--- config.mk ---
export PLATFORM = sky130hd
export DESIGN_NAME = tcc_timer
export DESIGN_NICKNAME = d
export VERILOG_FILES = /design/src/rtl/tcc_pkg.sv /design/src/rtl/tcc_timer.sv
export VERILOG_INCLUDE_DIRS = /design/src /design/src/rtl
export SDC_FILE = /design/constraint.sdc
export NUM_CORES = 1
export LEC_CHECK = 0
export ABC_CLOCK_PERIOD_IN_PS = 5200
export BUFFER_PORTS_ARGS = -buffer_cell sky130_fd_sc_hd__buf_4
export CORE_MARGIN = 2
export CORE_UTILIZATION = 48
export DETAILED_ROUTE_END_ITERATION = 16
export HOLD_SLACK_MARGIN = 0.02
export MAX_ROUTING_LAYER = met4
export PLACE_DENSITY = 0.66
export SYNTH_ARGS = -nofsm -noshare
export SYNTH_HDL_FRONTEND = slang
export SYNTH_SLANG_ARGS = --single-unit
--- constraint.sdc ---
create_clock -name clk_i -period 5.2 [get_ports clk_i]
set_clock_uncertainty 0.1 [all_clocks]
set_input_delay 0.52 -clock clk_i [delete_from_list [all_inputs] [get_ports clk_i]]
set_output_delay 0.52 -clock clk_i [all_outputs]
set_load 0.01 [all_outputs]
--- src/rtl/tcc_regs.svh ---
/*
  Register map, field positions, reset values and timing counts of the
  16-bit timer counter core with input capture.
  Assumes a 32-bit Avalon-MM slave port with byte addresses.
*/
`ifndef TCC_REGS_SVH
`define TCC_REGS_SVH

////////////////////////////////////////////////////////////////////////////
// byte offsets
`define TCC_OFS_CTRL_A    6'h00
`define TCC_OFS_CTRL_B    6'h04
`define TCC_OFS_CNT_LO    6'h08
`define TCC_OFS_CNT_HI    6'h0C
`define TCC_OFS_CAP_LO    6'h10
`define TCC_OFS_CAP_HI    6'h14
`define TCC_OFS_CMPA_LO   6'h18
`define TCC_OFS_CMPA_HI   6'h1C
`define TCC_OFS_FLAGS     6'h20
`define TCC_OFS_IRQ_EN    6'h24
`define TCC_OFS_CMP_CS    6'h28

////////////////////////////////////////////////////////////////////////////
// field positions
`define TCC_B_FILT_EN     7
`define TCC_B_EDGE_SEL    6
`define TCC_B_WGM_HI      4
`define TCC_B_WGM_LO      3
`define TCC_B_CS_HI       2
`define TCC_F_OVF         0
`define TCC_F_CAP         5
`define TCC_CS_CMP_SEL    2

////////////////////////////////////////////////////////////////////////////
// writable masks and reset values
`define TCC_CTRLA_MASK    8'h03
`define TCC_CTRLB_MASK    8'hDF
`define TCC_FLAG_MASK     8'h21
`define TCC_RST_BYTE      8'h00
`define TCC_RST_WORD      16'h0000

////////////////////////////////////////////////////////////////////////////
// count limits and timing
`define TCC_BOTTOM        16'h0000
`define TCC_MAX           16'hFFFF
`define TCC_TOP_8BIT      16'h00FF
`define TCC_TOP_9BIT      16'h01FF
`define TCC_TOP_10BIT     16'h03FF
`define TCC_FILT_SAMPLES  4

`endif

--- src/rtl/tcc_pkg.sv ---
/*
  Types shared by the timer counter core: bus request carrier,
  waveform modes and bus handshake states.
  Assumes tcc_regs.svh supplies the numeric constants.
*/
package tcc_pkg;

  typedef struct packed {
    logic [5:0]  address;
    logic        read;
    logic        write;
    logic [31:0] writedata;
    logic [3:0]  byteenable;
  } tcc_avs_req_s;

  typedef enum logic [3:0] {
    TCC_M_NORMAL = 4'h0, TCC_M_PC8   = 4'h1, TCC_M_PC9   = 4'h2,
    TCC_M_PC10   = 4'h3, TCC_M_CTC_A = 4'h4, TCC_M_FP8   = 4'h5,
    TCC_M_FP9    = 4'h6, TCC_M_FP10  = 4'h7, TCC_M_PFC_I = 4'h8,
    TCC_M_PFC_A  = 4'h9, TCC_M_PC_I  = 4'hA, TCC_M_PC_A  = 4'hB,
    TCC_M_CTC_I  = 4'hC, TCC_M_RSVD  = 4'hD, TCC_M_FP_I  = 4'hE,
    TCC_M_FP_A   = 4'hF
  } tcc_mode_e;

  typedef enum logic {
    TCC_BUS_WAIT = 1'b0,
    TCC_BUS_DONE = 1'b1
  } tcc_bus_e;

endpackage

--- src/rtl/tcc_timer.sv ---
/*
  Counter core and input capture unit of a 16-bit timer counter,
  reached over an Avalon-MM slave port with waitrequest.
  Assumes one 25 MHz clock; pins arrive asynchronously; the interrupt
  controller pulses an acknowledge when it executes a request.
*/
`timescale 1ns/1ps
`include "tcc_regs.svh"

module tcc_timer
(
  // clock and reset
  input  wire logic                 clk_i,
  input  wire logic                 resetn_i,
  // register bus
  input  wire tcc_pkg::tcc_avs_req_s avs_req_i,
  output logic [31:0]               avs_readdata_o,
  output logic                      avs_waitrequest_o,
  // event inputs
  input  wire logic                 external_tick_pin_i,
  input  wire logic                 capture_pin_i,
  input  wire logic                 comparator_output_i,
  // interrupt handshake
  input  wire logic                 capture_irq_ack_i,
  input  wire logic                 overflow_irq_ack_i,
  output logic                      capture_irq_o,
  output logic                      overflow_irq_o,
  // count indications
  output logic                      count_top_o,
  output logic                      count_bottom_o
);

  ////////////////////////////////////////////////////////////////////////
  // mode decoding
  function automatic logic is_updown(input logic [3:0] m);
    is_updown = (m == tcc_pkg::TCC_M_PC8)   || (m == tcc_pkg::TCC_M_PC9)
             || (m == tcc_pkg::TCC_M_PC10)  || (m == tcc_pkg::TCC_M_PFC_I)
             || (m == tcc_pkg::TCC_M_PFC_A) || (m == tcc_pkg::TCC_M_PC_I)
             || (m == tcc_pkg::TCC_M_PC_A);
  endfunction

  function automatic logic cap_is_top(input logic [3:0] m);
    cap_is_top = (m == tcc_pkg::TCC_M_PFC_I) || (m == tcc_pkg::TCC_M_PC_I)
              || (m == tcc_pkg::TCC_M_CTC_I) || (m == tcc_pkg::TCC_M_FP_I);
  endfunction

  function automatic logic [15:0] top_of(input logic [3:0] m,
                                         input logic [15:0] cmpa,
                                         input logic [15:0] cap);
    if (m == tcc_pkg::TCC_M_PC8 || m == tcc_pkg::TCC_M_FP8)
      top_of = `TCC_TOP_8BIT;
    else if (m == tcc_pkg::TCC_M_PC9 || m == tcc_pkg::TCC_M_FP9)
      top_of = `TCC_TOP_9BIT;
    else if (m == tcc_pkg::TCC_M_PC10 || m == tcc_pkg::TCC_M_FP10)
      top_of = `TCC_TOP_10BIT;
    else if (cap_is_top(m))
      top_of = cap;
    else if (m == tcc_pkg::TCC_M_CTC_A || m == tcc_pkg::TCC_M_PFC_A
          || m == tcc_pkg::TCC_M_PC_A || m == tcc_pkg::TCC_M_FP_A)
      top_of = cmpa;
    else
      top_of = `TCC_MAX;
  endfunction

  ////////////////////////////////////////////////////////////////////////
  // registers
  logic [7:0]  ctrl_a_ff;
  logic [7:0]  ctrl_b_ff;
  logic [7:0]  hold_ff;
  logic [15:0] count_value_ff;
  logic [15:0] capture_value_ff;
  logic [15:0] compare_a_ff;
  logic        overflow_flag_ff;
  logic        capture_flag_ff;
  logic        ovf_irq_en_ff;
  logic        capture_irq_enable_ff;
  logic        comparator_capture_select_ff;
  logic        dir_up_ff;
  logic        wait_ff;
  logic [31:0] rdata_ff;
  logic [9:0]  pre_ff;
  logic [2:0]  s1_ff;
  logic [2:0]  s2_ff;
  logic [2:0]  s3_ff;
  logic [2:0]  lvl_ff;
  logic        ext_prev_ff;
  logic [`TCC_FILT_SAMPLES-2:0] filt_sh_ff;
  logic        filt_ff;
  logic        det_prev_ff;
  logic        irq_cap_ff;
  logic        irq_ovf_ff;
  logic        top_ff;
  logic        bottom_ff;

  logic [3:0]  waveform_mode_select;
  logic [15:0] top_val;
  logic        accept;
  logic        wr_done;
  logic [7:0]  wbyte;
  logic [5:0]  addr;
  logic [7:0]  nxt_rbyte;
  logic        timer_tick;
  logic [15:0] nxt_count;
  logic        nxt_dir_up;
  logic        ovf_evt;
  logic        cap_src;
  logic        det_in;
  logic        cap_trig;

  assign waveform_mode_select =
    {ctrl_b_ff[`TCC_B_WGM_HI:`TCC_B_WGM_LO], ctrl_a_ff[1:0]};
  assign top_val = top_of(waveform_mode_select, compare_a_ff,
                          capture_value_ff);
  assign addr    = avs_req_i.address;
  assign wbyte   = avs_req_i.writedata[7:0];
  assign accept  = (avs_req_i.read | avs_req_i.write) & wait_ff;
  assign wr_done = ~wait_ff & avs_req_i.write & avs_req_i.byteenable[0];

  ////////////////////////////////////////////////////////////////////////
  // bus handshake: wait one cycle, answer, then wait again
  always_ff @(posedge clk_i or negedge resetn_i)
  begin
    if (!resetn_i)
      wait_ff <= 1'b1;
    else
      wait_ff <= ~accept;
  end

  always_comb
  begin
    nxt_rbyte = `TCC_RST_BYTE;
    if (addr == `TCC_OFS_CTRL_A)
      nxt_rbyte = ctrl_a_ff;
    else if (addr == `TCC_OFS_CTRL_B)
      nxt_rbyte = ctrl_b_ff;
    else if (addr == `TCC_OFS_CNT_LO)
      nxt_rbyte = count_value_ff[7:0];
    else if (addr == `TCC_OFS_CNT_HI || addr == `TCC_OFS_CAP_HI)
      nxt_rbyte = hold_ff;
    else if (addr == `TCC_OFS_CAP_LO)
      nxt_rbyte = capture_value_ff[7:0];
    else if (addr == `TCC_OFS_CMPA_LO)
      nxt_rbyte = compare_a_ff[7:0];
    else if (addr == `TCC_OFS_CMPA_HI)
      nxt_rbyte = compare_a_ff[15:8];
    else if (addr == `TCC_OFS_FLAGS)
    begin
      nxt_rbyte[`TCC_F_OVF] = overflow_flag_ff;
      nxt_rbyte[`TCC_F_CAP] = capture_flag_ff;
    end
    else if (addr == `TCC_OFS_IRQ_EN)
    begin
      nxt_rbyte[`TCC_F_OVF] = ovf_irq_en_ff;
      nxt_rbyte[`TCC_F_CAP] = capture_irq_enable_ff;
    end
    else if (addr == `TCC_OFS_CMP_CS)
      nxt_rbyte[`TCC_CS_CMP_SEL] = comparator_capture_select_ff;
  end

  always_ff @(posedge clk_i or negedge resetn_i)
  begin
    if (!resetn_i)
      rdata_ff <= 32'h00000000;
    else if (accept && avs_req_i.read)
      rdata_ff <= {24'h000000, nxt_rbyte};
  end

  ////////////////////////////////////////////////////////////////////////
  // holding register: upper byte of every 16-bit access except compare A reads
  always_ff @(posedge clk_i or negedge resetn_i)
  begin
    if (!resetn_i)
      hold_ff <= `TCC_RST_BYTE;
    else if (accept && avs_req_i.read && addr == `TCC_OFS_CNT_LO)
      hold_ff <= count_value_ff[15:8];
    else if (accept && avs_req_i.read && addr == `TCC_OFS_CAP_LO)
      hold_ff <= capture_value_ff[15:8];
    else if (wr_done && (addr == `TCC_OFS_CNT_HI
          || addr == `TCC_OFS_CAP_HI || addr == `TCC_OFS_CMPA_HI))
      hold_ff <= wbyte;
  end

  ////////////////////////////////////////////////////////////////////////
  // control registers
  always_ff @(posedge clk_i or negedge resetn_i)
  begin
    if (!resetn_i)
    begin
      ctrl_a_ff                    <= `TCC_RST_BYTE;
      ctrl_b_ff                    <= `TCC_RST_BYTE;
      ovf_irq_en_ff                <= 1'b0;
      capture_irq_enable_ff        <= 1'b0;
      comparator_capture_select_ff <= 1'b0;
    end
    else if (wr_done)
    begin
      if (addr == `TCC_OFS_CTRL_A)
        ctrl_a_ff <= wbyte & `TCC_CTRLA_MASK;
      else if (addr == `TCC_OFS_CTRL_B)
        ctrl_b_ff <= wbyte & `TCC_CTRLB_MASK;
      else if (addr == `TCC_OFS_IRQ_EN)
      begin
        ovf_irq_en_ff         <= wbyte[`TCC_F_OVF];
        capture_irq_enable_ff <= wbyte[`TCC_F_CAP];
      end
      else if (addr == `TCC_OFS_CMP_CS)
        comparator_capture_select_ff <= wbyte[`TCC_CS_CMP_SEL];
    end
  end

  always_ff @(posedge clk_i or negedge resetn_i)
  begin
    if (!resetn_i)
      compare_a_ff <= `TCC_RST_WORD;
    else if (wr_done && addr == `TCC_OFS_CMPA_LO)
      compare_a_ff <= {hold_ff, wbyte};
  end

  ////////////////////////////////////////////////////////////////////////
  // pin synchronisers: tick pin, capture pin, comparator
  always_ff @(posedge clk_i or negedge resetn_i)
  begin
    if (!resetn_i)
    begin
      s1_ff  <= 3'h0;
      s2_ff  <= 3'h0;
      s3_ff  <= 3'h0;
      lvl_ff <= 3'h0;
    end
    else
    begin
      s1_ff <= {comparator_output_i, capture_pin_i,
                external_tick_pin_i};
      s2_ff <= s1_ff;
      s3_ff <= s2_ff;
      for (int i = 0; i < 3; i++)
        if (s2_ff[i] == s3_ff[i])
          lvl_ff[i] <= s3_ff[i];
    end
  end

  ////////////////////////////////////////////////////////////////////////
  // clock select: prescaler enables or tick pin edges
  always_ff @(posedge clk_i or negedge resetn_i)
  begin
    if (!resetn_i)
    begin
      pre_ff      <= 10'h000;
      ext_prev_ff <= 1'b0;
    end
    else
    begin
      pre_ff      <= pre_ff + 10'h001;
      ext_prev_ff <= lvl_ff[0];
    end
  end

  always_comb
  begin
    case (ctrl_b_ff[`TCC_B_CS_HI:0])
      3'h1:    timer_tick = 1'b1;
      3'h2:    timer_tick = &pre_ff[2:0];
      3'h3:    timer_tick = &pre_ff[5:0];
      3'h4:    timer_tick = &pre_ff[7:0];
      3'h5:    timer_tick = &pre_ff;
      3'h6:    timer_tick = ext_prev_ff & ~lvl_ff[0];
      3'h7:    timer_tick = ~ext_prev_ff & lvl_ff[0];
      default: timer_tick = 1'b0;
    endcase
  end

  ////////////////////////////////////////////////////////////////////////
  // counter sequence
  always_comb
  begin
    nxt_count  = count_value_ff + 16'h0001;
    nxt_dir_up = dir_up_ff;
    ovf_evt    = 1'b0;
    if (is_updown(waveform_mode_select))
    begin
      if (dir_up_ff && count_value_ff >= top_val)
      begin
        nxt_dir_up = 1'b0;
        nxt_count  = count_value_ff - 16'h0001;
      end
      else if (!dir_up_ff && count_value_ff == `TCC_BOTTOM)
      begin
        nxt_dir_up = 1'b1;
        ovf_evt    = 1'b1;
      end
      else if (!dir_up_ff)
        nxt_count = count_value_ff - 16'h0001;
    end
    else if (count_value_ff == top_val)
    begin
      nxt_count  = `TCC_BOTTOM;
      nxt_dir_up = 1'b1;
      ovf_evt    = (top_val == `TCC_MAX)
                || (waveform_mode_select[2] & waveform_mode_select[0])
                || (waveform_mode_select[2] & waveform_mode_select[1]
                    & ~cap_is_top(waveform_mode_select)
                    ? 1'b1 : (waveform_mode_select == tcc_pkg::TCC_M_FP_I));
    end
    else if (count_value_ff == `TCC_MAX)
      ovf_evt = 1'b1;
  end

  always_ff @(posedge clk_i or negedge resetn_i)
  begin
    if (!resetn_i)
    begin
      count_value_ff <= `TCC_RST_WORD;
      dir_up_ff      <= 1'b1;
    end
    else if (wr_done && addr == `TCC_OFS_CNT_LO)
      count_value_ff <= {hold_ff, wbyte};
    else if (timer_tick)
    begin
      count_value_ff <= nxt_count;
      dir_up_ff      <= nxt_dir_up;
    end
  end

  always_ff @(posedge clk_i or negedge resetn_i)
  begin
    if (!resetn_i)
    begin
      top_ff    <= 1'b0;
      bottom_ff <= 1'b0;
    end
    else
    begin
      top_ff    <= (count_value_ff == top_val);
      bottom_ff <= (count_value_ff == `TCC_BOTTOM);
    end
  end

  ////////////////////////////////////////////////////////////////////////
  // capture source, noise filter, edge detector
  assign cap_src = comparator_capture_select_ff ? lvl_ff[2]
                                                : lvl_ff[1];

  always_ff @(posedge clk_i or negedge resetn_i)
  begin
    if (!resetn_i)
    begin
      filt_sh_ff <= '0;
      filt_ff    <= 1'b0;
    end
    else
    begin
      // three stored samples plus the live one: four cycles, not five
      filt_sh_ff <= {filt_sh_ff[`TCC_FILT_SAMPLES-3:0], cap_src};
      if (&{filt_sh_ff, cap_src} || ~|{filt_sh_ff, cap_src})
        filt_ff <= cap_src;
    end
  end

  assign det_in = ctrl_b_ff[`TCC_B_FILT_EN] ? filt_ff : cap_src;

  always_ff @(posedge clk_i or negedge resetn_i)
  begin
    if (!resetn_i)
      det_prev_ff <= 1'b0;
    else
      det_prev_ff <= det_in;
  end

  assign cap_trig = ~cap_is_top(waveform_mode_select)
                  & (ctrl_b_ff[`TCC_B_EDGE_SEL]
                     ? (det_in & ~det_prev_ff)
                     : (~det_in & det_prev_ff));

  always_ff @(posedge clk_i or negedge resetn_i)
  begin
    if (!resetn_i)
      capture_value_ff <= `TCC_RST_WORD;
    else if (cap_trig)
      capture_value_ff <= count_value_ff;
    else if (wr_done && addr == `TCC_OFS_CAP_LO
             && cap_is_top(waveform_mode_select))
      capture_value_ff <= {hold_ff, wbyte};
  end

  ////////////////////////////////////////////////////////////////////////
  // event flags: hardware set beats clear
  always_ff @(posedge clk_i or negedge resetn_i)
  begin
    if (!resetn_i)
    begin
      overflow_flag_ff <= 1'b0;
      capture_flag_ff  <= 1'b0;
    end
    else
    begin
      if (cap_trig)
        capture_flag_ff <= 1'b1;
      else if (capture_irq_ack_i || (wr_done && addr == `TCC_OFS_FLAGS
               && wbyte[`TCC_F_CAP]))
        capture_flag_ff <= 1'b0;
      if (timer_tick && ovf_evt && !(wr_done && addr == `TCC_OFS_CNT_LO))
        overflow_flag_ff <= 1'b1;
      else if (overflow_irq_ack_i || (wr_done && addr == `TCC_OFS_FLAGS
               && wbyte[`TCC_F_OVF]))
        overflow_flag_ff <= 1'b0;
    end
  end

  always_ff @(posedge clk_i or negedge resetn_i)
  begin
    if (!resetn_i)
    begin
      irq_cap_ff <= 1'b0;
      irq_ovf_ff <= 1'b0;
    end
    else
    begin
      irq_cap_ff <= capture_flag_ff & capture_irq_enable_ff;
      irq_ovf_ff <= overflow_flag_ff & ovf_irq_en_ff;
    end
  end

  ////////////////////////////////////////////////////////////////////////
  // outputs
  assign avs_readdata_o    = rdata_ff;
  assign avs_waitrequest_o = wait_ff;
  assign capture_irq_o     = irq_cap_ff;
  assign overflow_irq_o    = irq_ovf_ff;
  assign count_top_o       = top_ff;
  assign count_bottom_o    = bottom_ff;

endmodule

==> results, run 1 <==
- The setup slack at placement is 708 ps.
- The cts-stage hold buffer count is 0.
- Across all layers, the routed design uses 6284 vias.
- The depth of the worst register-to-register path is 12.
- The initial antenna violation count came to 0.
- Among all flip-flop cells after synthesis, the most frequent one is dfrtp_1.
- The hold violation total from the final report came to 0.
- The class of the tightest hold or removal check is in2async.
- The final layout net count is 849.
- The clock network accounts for 29.9% of the total power.
- The arrival time at the worst endpoint is 4770 ps.
- The slew of the pin with the lowest slew margin is 1290 ps.
- The floorplan step defined a die boundary enclosing 15500 sq um.
- The tool flagged a number of max-cap violations equal to 0.
- The final-report max-slew violation count is 0.
- The total power density per cell area is 336 nW/um^2.
- Counting the fill cells in the layout gives 1255.
- The post-layout minimum cycle time is 4630 ps.
- The signal on the critical path passes through nor2_1, a21oi_1, o22ai_1, ha_1, nand4_1, or3_1, a31oi_1, nor4bb_4, buf_4, or4b_1, nand3_1, or3b_1.
- The count of final setup violators is 0.
- The cell sitting at the root of the clock tree is a clkbuf_16.
- The TritonCTS clock tree is done.
- Sequential cells were found to cover 40.3% of the synthesized design area.
- Yosys attributes the largest share of cell area to dfrtp_1 40%, mux2_2 6.2%, nand2_1 4.6%, ha_1 3.8%, a21oi_1 3.2%.
- The die is 124 um wide.
- After routing, the total negative slack on setup checks comes to 0 ps.
- Setup repair after global routing left no endpoint under its margin.
- The first global-routing pass estimated 33.6 mm of wire.
- Using the TritonRoute via totals, the vias-per-cell ratio works out to 6.53.
- Summed over all layers, the routed wires come to 21.4 mm.
- The total DRC errors in the routed layout is 0.
- The largest total area in the synthesized netlist belongs to dfrtp_1.
- Once the floorplan was initialized, standard cells occupied 49.7% of the core.
- The maximum level of the CTS H-tree is 3.
- Of the cells placed in the final design, the portion with a size suffix greater than 1 is 15.9%.
- In this run the biggest area consumer among cell types represents 39.6% of the synthesized area.
- The run finished with clean final reports.
- The congestion estimate from routability-driven global placement came to 0.980.
- Compared with the post-synthesis result, the final layout area differs by 9.66%.
- VDD sags by at most 0.216 mV.
- The switching power is 0.000978 W.
- The via count of the first global-routing pass is 6001.
- The final non-filler cell total is 962.
- For this run, the share of the core covered by cells in the final layout is 54.5%.
- The repair_antennas step left the layout with diodes totalling 0.
- After clock tree synthesis, the setup repair step added 0 buffers.
- The vertical die dimension is 124 um.
- The endpoint of the worst-slack reg-to-reg timing path is count_value_ff[3]$_DFFE_PN0P_.
- Dividing the detail-routed wire length by the instance count gives 22.2 um.
- The static leakage power is 3.33 nW.
- Global routing consumed, over all layers together, 28.2% of the routing resources.
- Summed over all layers, the global routing overflow is 0.
- The number of instances in the synthesized netlist is 761.
- The number of distinct library cell variants in the gate-level netlist after synthesis is 80.
- The worst setup path is captured at a flop.
- The peak clock frequency supported by timing is 0.216 GHz.
- A synthesized cell averages 9.14 sq um.
- The maximum clock insertion buffer count is 2.
- The region available for standard cell placement spans 14000 sq um.
- The post-synthesis cell area is 6950 sq um.
- The boundary pin count is 88.
- The wire-length estimate of the detail-placed layout is 15.1 mm.
- The number of clock sinks seen by CTS is 112.
- The worst stage delay on the critical path is 790 ps.
- After clock tree synthesis, the clock-pin slew on the worst setup and hold paths is 90 ps.
- The worst pin sits at a relative slew slack of 13.9%.
- The maximum number of pins on one net before global-route repair is 67.
- The worst path uses 89.0% of the clock period.
- In this run the worst setup path begins at ctrl_a_ff[0]$_DFFE_PN0P_.
- The largest fanout on the critical path is 23.
- The worst setup path is launched from a flop.
- Combinational cells account for 21.9% of the total power.
- The count of antenna-violating nets left after detailed routing is 0.
- The flop and latch count out of synthesis is 112.
- The switching portion of total power is 38.1%.
- The proportion of synthesized flip-flops having asynchronous set or reset is 100%.
- The number of resized instances in the post-cts repair step is 0.
- The number of buffers created by CTS is 9.
- By startpoint and endpoint, the worst setup path is classified as reg2reg.
- Among all stages on the critical path, the largest delay is contributed by dfrtp_1.
- The final worst-path setup slack is 574 ps.
- In this run, the number of DRC markers left after iteration 0 of detailed routing was 773.
- Port buffering added 36 buffers.
- The critical path required time is 5340 ps.
- The Yosys step of the flow raised 0 warnings.
- The worst register-to-register path has a setup slack of 570 ps.
- The internal power of the cells is 0.00159 W.
- After detailed placement, the design holds a cell count of 946.
- The finished layout cell area is 7620 sq um.
- The first-pass detailed-route iteration total is 6.
- The floorplan has 43 rows.
- Sequential cells burn 48.2% of the power.
- The placed instance area is 7300 sq um.
- The later pin in the worst-skew pair is clocked with a latency of 370 ps.
- The startpoint identified for the worst register-to-register timing path is ctrl_a_ff[0]$_DFFE_PN0P_.
- The number of flops mapped to enable cells by yosys is 0.
-- cell type report --
cell class | count | area (sq um) | area share (%)
Tap cell | 180 | 225 | 2.95
Multi-Input combinational cell | 590 | 3830 | 50.2
Clock inverter | 7 | 103 | 1.35
Inverter | 11 | 41.3 | 0.542
Clock buffer | 9 | 225 | 2.95
Sequential cell | 112 | 2810 | 36.8
Timing Repair Buffer | 53 | 398 | 5.22
-- cells in the final DEF (no fill, tap or decap), types with 19 or more instances in the layout --
cell type,instances
dfrtp_1,110
nand2_1,86
nor2_1,57
buf_4,53
a21oi_1,45
mux2_2,38
o21ai_0,36
nand3_1,25
conb_1,24
nor3_1,22
ha_1,21
a22oi_1,19
-- critical path: cells and delay by family (launching register included) --
| family | cells | cell delay [ps] |
|---|---|---|
| buf+inv | 1 | 210 |
| simple gates | 7 | 1730 |
| compound gates | 3 | 1280 |
| fa+ha+maj | 1 | 380 |
| flops | 1 | 790 |
-- sequential cells by signal, indices dropped and copies added (netlist names), 2 cells and up --
| name | count |
|---|---|
| compare_a_ff | 16 |
| s1_ff | 3 |
| s2_ff | 3 |
| pre_ff | 10 |
| s3_ff | 3 |
| filt_sh_ff | 3 |
| capture_value_ff | 16 |
| lvl_ff | 3 |
| count_value_ff | 16 |
| ctrl_b_ff | 7 |
| avs_readdata_o | 8 |
| ctrl_a_ff | 2 |
| hold_ff | 8 |
-- power by group through the flow --
stage          Clock (W)  Sequential, W  Combinational (W)
2_1_floorplan          0        0.00109           0.000481
3_3_place_gp           0        0.00124           0.000526
3_5_place_dp           0        0.00124           0.000550
4_1_cts         0.000778        0.00122           0.000552
5_1_grt         0.000809        0.00125           0.000630
6_report        0.000767        0.00123           0.000561
-- worst max path at each step --
stage,cells past startpoint,to
6_report,12,count_value_ff[3]$_DFFE_PN0P_
2_1_floorplan,14,count_value_ff[3]$_DFFE_PN0P_
3_5_place_dp,12,count_value_ff[3]$_DFFE_PN0P_
4_1_cts,12,count_value_ff[3]$_DFFE_PN0P_
3_3_place_gp,12,count_value_ff[3]$_DFFE_PN0P_
5_1_grt,12,count_value_ff[3]$_DFFE_PN0P_
-- metal layers --
metal	routed length (um)	vias up	part of all wire, %	GRT usage, %
met4	515	0	2.4	9.52
li1	-	2817	-	-
met3	1790	41	8.4	6.49
met5	0	-	0	-
met2	9890	305	46	42.6
met1	9160	3121	43	37.7
-- logic make-up (layout without fill, tap and decap cells) --
logic type,count (synthesis),count (layout),synth area share (%)
fa+ha+maj,24,24,4.21
mux,47,47,7.45
flops,112,112,40.3
simple gates,285,285,20.9
buf+inv,82,80,6.15
other cells,1,24,0.0539
compound gates,200,200,19.6
xor+xnor,10,10,1.26
-- synth_stat cells (all sizes together), types with 9 or more instances --
cell type,instances
inv,11
ha,21
a22oi,19
nand3,25
nor4,13
mux2,38
nor2b,11
nor3,23
buf,33
o21ai,41
mux2i,9
a221oi,11
nor2,57
a211oi,11
o22ai,11
a21oi,46
clkbuf,38
nand2,86
dfrtp,110
-- per-stage QoR --
step | hold WS (ps) | power, W
floorplan | 124 | 0.00157
global placement | 236 | 0.00176
detailed placement | 242 | 0.00179
CTS | 135 | 0.00256
global route | 134 | 0.00269
finish | 129 | 0.00256
No activity file was read; power rests on OpenSTA's default activity.
==> run 2, diff against run 1 <==
CORE_MARGIN = 3   (was 2)
CTS_BUF_LIST = sky130_fd_sc_hd__clkbuf_8   (was default)
SETUP_SLACK_MARGIN = 0.4   (was default)
==> results, run 2 (synthesis results as in run 1) <==
- The filler cells instantiated in the layout total 1268.
- The violation count after the first detailed-routing iteration is 777.
- The run finished with clean final reports.
- The fraction of power consumed by sequential logic is 52.3%.
- The count of final setup violators is 0.
- In the global route stage, overall resource usage came out at 28.3%.
- In this design, the stage delay of the slowest critical-path cell is 610 ps.
- After floorplanning, the core was sized to cover 14000 sq um.
- The minimum setup slack among reg-to-reg paths is 710 ps.
- The total overflow left after global routing is 0.
- The post-layout minimum cycle time is 4490 ps.
- The critical path is of the reg2reg type.
- The number of clock buffers added by TritonCTS is 9.
- The worst voltage drop across the vdd grid is 0.208 mV.
- The initial antenna violation count is 0.
- The final-report max-slew violation count was 0.
- The peak clock frequency supported by timing is 0.223 GHz.
- The internal power of the cells is 0.00142 W.
- The number of clock sinks seen by CTS is 112.
- The switching power is 0.000953 W.
- No sink is reached through more buffers than the 2 on the longest clock path.
- The floorplan has 43 rows.
- The boundary pin count is 88.
- The kind of end point of the critical path is a flop.
- The share of the clock period used by the worst path is 86.4%.
- The die covers 16000 sq um.
- The via count of the first global-routing pass came to 5875.
- The worst hold-check slack is 93.7 ps.
- The routed design has 21.8 mm of wire.
- The clock slew seen by the registers of the worst setup and hold paths is 130 ps.
- The number of port buffers is 36.
- For this design the ratio of total power to cell area is 316 nW/um^2.
- Summing all multi-input logic gate instances after layout gives 3830 sq um.
- Summed over all cells, the static leakage comes to 3.28 nW.
- The share of total power in the clock network is 24.1%.
- The maximum level of the CTS H-tree is 3.
- The x dimension of the die is 126 um.
- The clock root buffer is clkbuf_8.
- At the pin with the least slew margin, the transition time is 968 ps.
- Before antenna repair, the detailed router went through 5 iterations.
- The vertical die dimension is 126 um.
- The final weighted congestion in routability-driven placement is 0.955.
- The most common library cell in the layout ignoring fill and taps is dfrtp_1.
- The top cell types in the final layout, fill and taps aside, are 110 x dfrtp_1, 86 x nand2_1, 57 x nor2_1.
- The wire length of the first global-routing pass is 34.2 mm.
- Once the floorplan was initialized, standard cells occupied 49.5% of the core.
- In the routed layout, each cell is associated on average with a via count of 6.52.
- The signal on the critical path passes through nor2b_1, nor2_1, a21oi_2, o22ai_1, ha_1, nand4_1, or3_1, a31oi_1, nor4bb_4, or4b_1, nand3_1, or3b_1.
- The maximum number of pins on one net before global-route repair is 69.
- The setup slack at placement is 688 ps.
- The average detailed-routed wire length per instance is 22.6 um.
- The area growth from synthesis to layout is 8.21%.
- At the worst endpoint, the arrival time is 4690 ps.
- The path class of the tightest hold or removal check is in2async.
- STA classifies the critical path startpoint as a flop.
- The critical path required time is 5400 ps.
- Detailed routing inserted a total of 6276 vias.
- Adding up every negative setup slack in the final design gives 0 ps.
- Net switching is 40.1% of the power.
- The endpoint of the worst-slack reg-to-reg timing path is count_value_ff[3]$_DFFE_PN0P_.
- Setup repair after global routing left no endpoint under its margin.
- Across the run, the number of max-cap violations was 0.
- The final layout contains 849 nets.
- The worst register-to-register path has a depth of 12.
- The slowest stage cell on the critical path is nor2b_1.
- TritonCTS built the clock tree.
- The half-perimeter wire length after placement is 15.5 mm.
- Cells fill 53.6% of the core in the end.
- Across the whole layout, storage elements account for 2810 sq um.
- The final worst-path setup slack is 708 ps.
- In the final layout, the share of cells above drive strength 1 is 16.0%.
- The number of antenna repair diodes is 0.
- The hold violation total from the final report came to 0.
- The largest fanout on the critical path is 9.
- In this run the critical register-to-register path is launched from ctrl_b_ff[3]$_DFFE_PN0P_.
- The largest registers in the layout are capture_value_ff (16), compare_a_ff (16), count_value_ff (16).
- Per report_power, the combinational group accounts for 23.7% of the total.
- Headroom to the max-slew limit came out at 35.0%.
- The source-to-sink clock delay at the later pin of the worst-skew pair is 410 ps.
- Once detail routing completed, the nets flagged for antenna violations numbered 0.
- For this run, design rule violations remaining after detail routing come to 0.
[run 2: cell count changes in the layout (fill, tap and decap cells not counted), sizes merged]
cell | before | now
inv | 17 | 15
clkinv | 1 | 3
[run 2: per-stage QoR]
step,instance area [sq um],power (W),instances
after global routing,7520,0.00251,962
after CTS,7520,0.00237,962
after floorplan,7040,0.00157,784
after global placement,7300,0.00178,946
after detailed placement,7300,0.00180,946
final,7520,0.00238,962
[run 2: final cells by class]
type	count	area share, %
clock buffers	9	1.65
clock inverters	7	1.31
inverters	11	0.549
multi-input cells	590	50.9
flip-flops and latches	112	37.3
well taps	180	2.99
repair buffers	53	5.29
[run 2: metal layers]
layer / share of wire (%) / vias to the layer above / wire [um] / track usage [%]
met1: 45 / 3115 / 9740 / 40.4
li1: - / 2823 / - / -
met4: 2.1 / 0 / 468 / 7.07
met5: 0 / - / 0 / -
met3: 8.3 / 38 / 1810 / 6.48
met2: 45 / 300 / 9760 / 41.1
[run 2: worst max path at each step]
stage,from,to,slack [ps],cells past startpoint
after floorplan,ctrl_a_ff[1]$_DFFE_PN0P_,count_value_ff[3]$_DFFE_PN0P_,1380,14
after global placement,ctrl_b_ff[3]$_DFFE_PN0P_,count_value_ff[3]$_DFFE_PN0P_,760,12
final,ctrl_b_ff[3]$_DFFE_PN0P_,count_value_ff[3]$_DFFE_PN0P_,710,12
after CTS,ctrl_b_ff[3]$_DFFE_PN0P_,count_value_ff[3]$_DFFE_PN0P_,650,12
after global routing,ctrl_b_ff[3]$_DFFE_PN0P_,count_value_ff[5]$_DFFE_PN0P_,380,13
after detailed placement,ctrl_b_ff[3]$_DFFE_PN0P_,count_value_ff[3]$_DFFE_PN0P_,690,12
[run 2: power groups by stage]
stage               clock (W)  sequential [W]  combinational, W
floorplan                   0         0.00109          0.000481
global placement            0         0.00124          0.000533
detailed placement          0         0.00124          0.000554
CTS                  0.000587         0.00123          0.000555
global route         0.000621         0.00125          0.000635
finish               0.000572         0.00124          0.000563
[run 2: critical path, delay by kind of cell (launching register included)]
family / cells / cell delay [ps]
adders and majority gates: 1 / 330
and+or+nand+nor: 8 / 2450
AOI/OAI and AO/OA: 3 / 950
DFF: 1 / 530
[run 2: repair_timing]
item / 4_1_cts / 5_1_grt
setup buffers: 0 / 0
endpoints found under the setup margin: 0 / 8
resized for setup: 0 / 1
hold buffers: 0 / 0
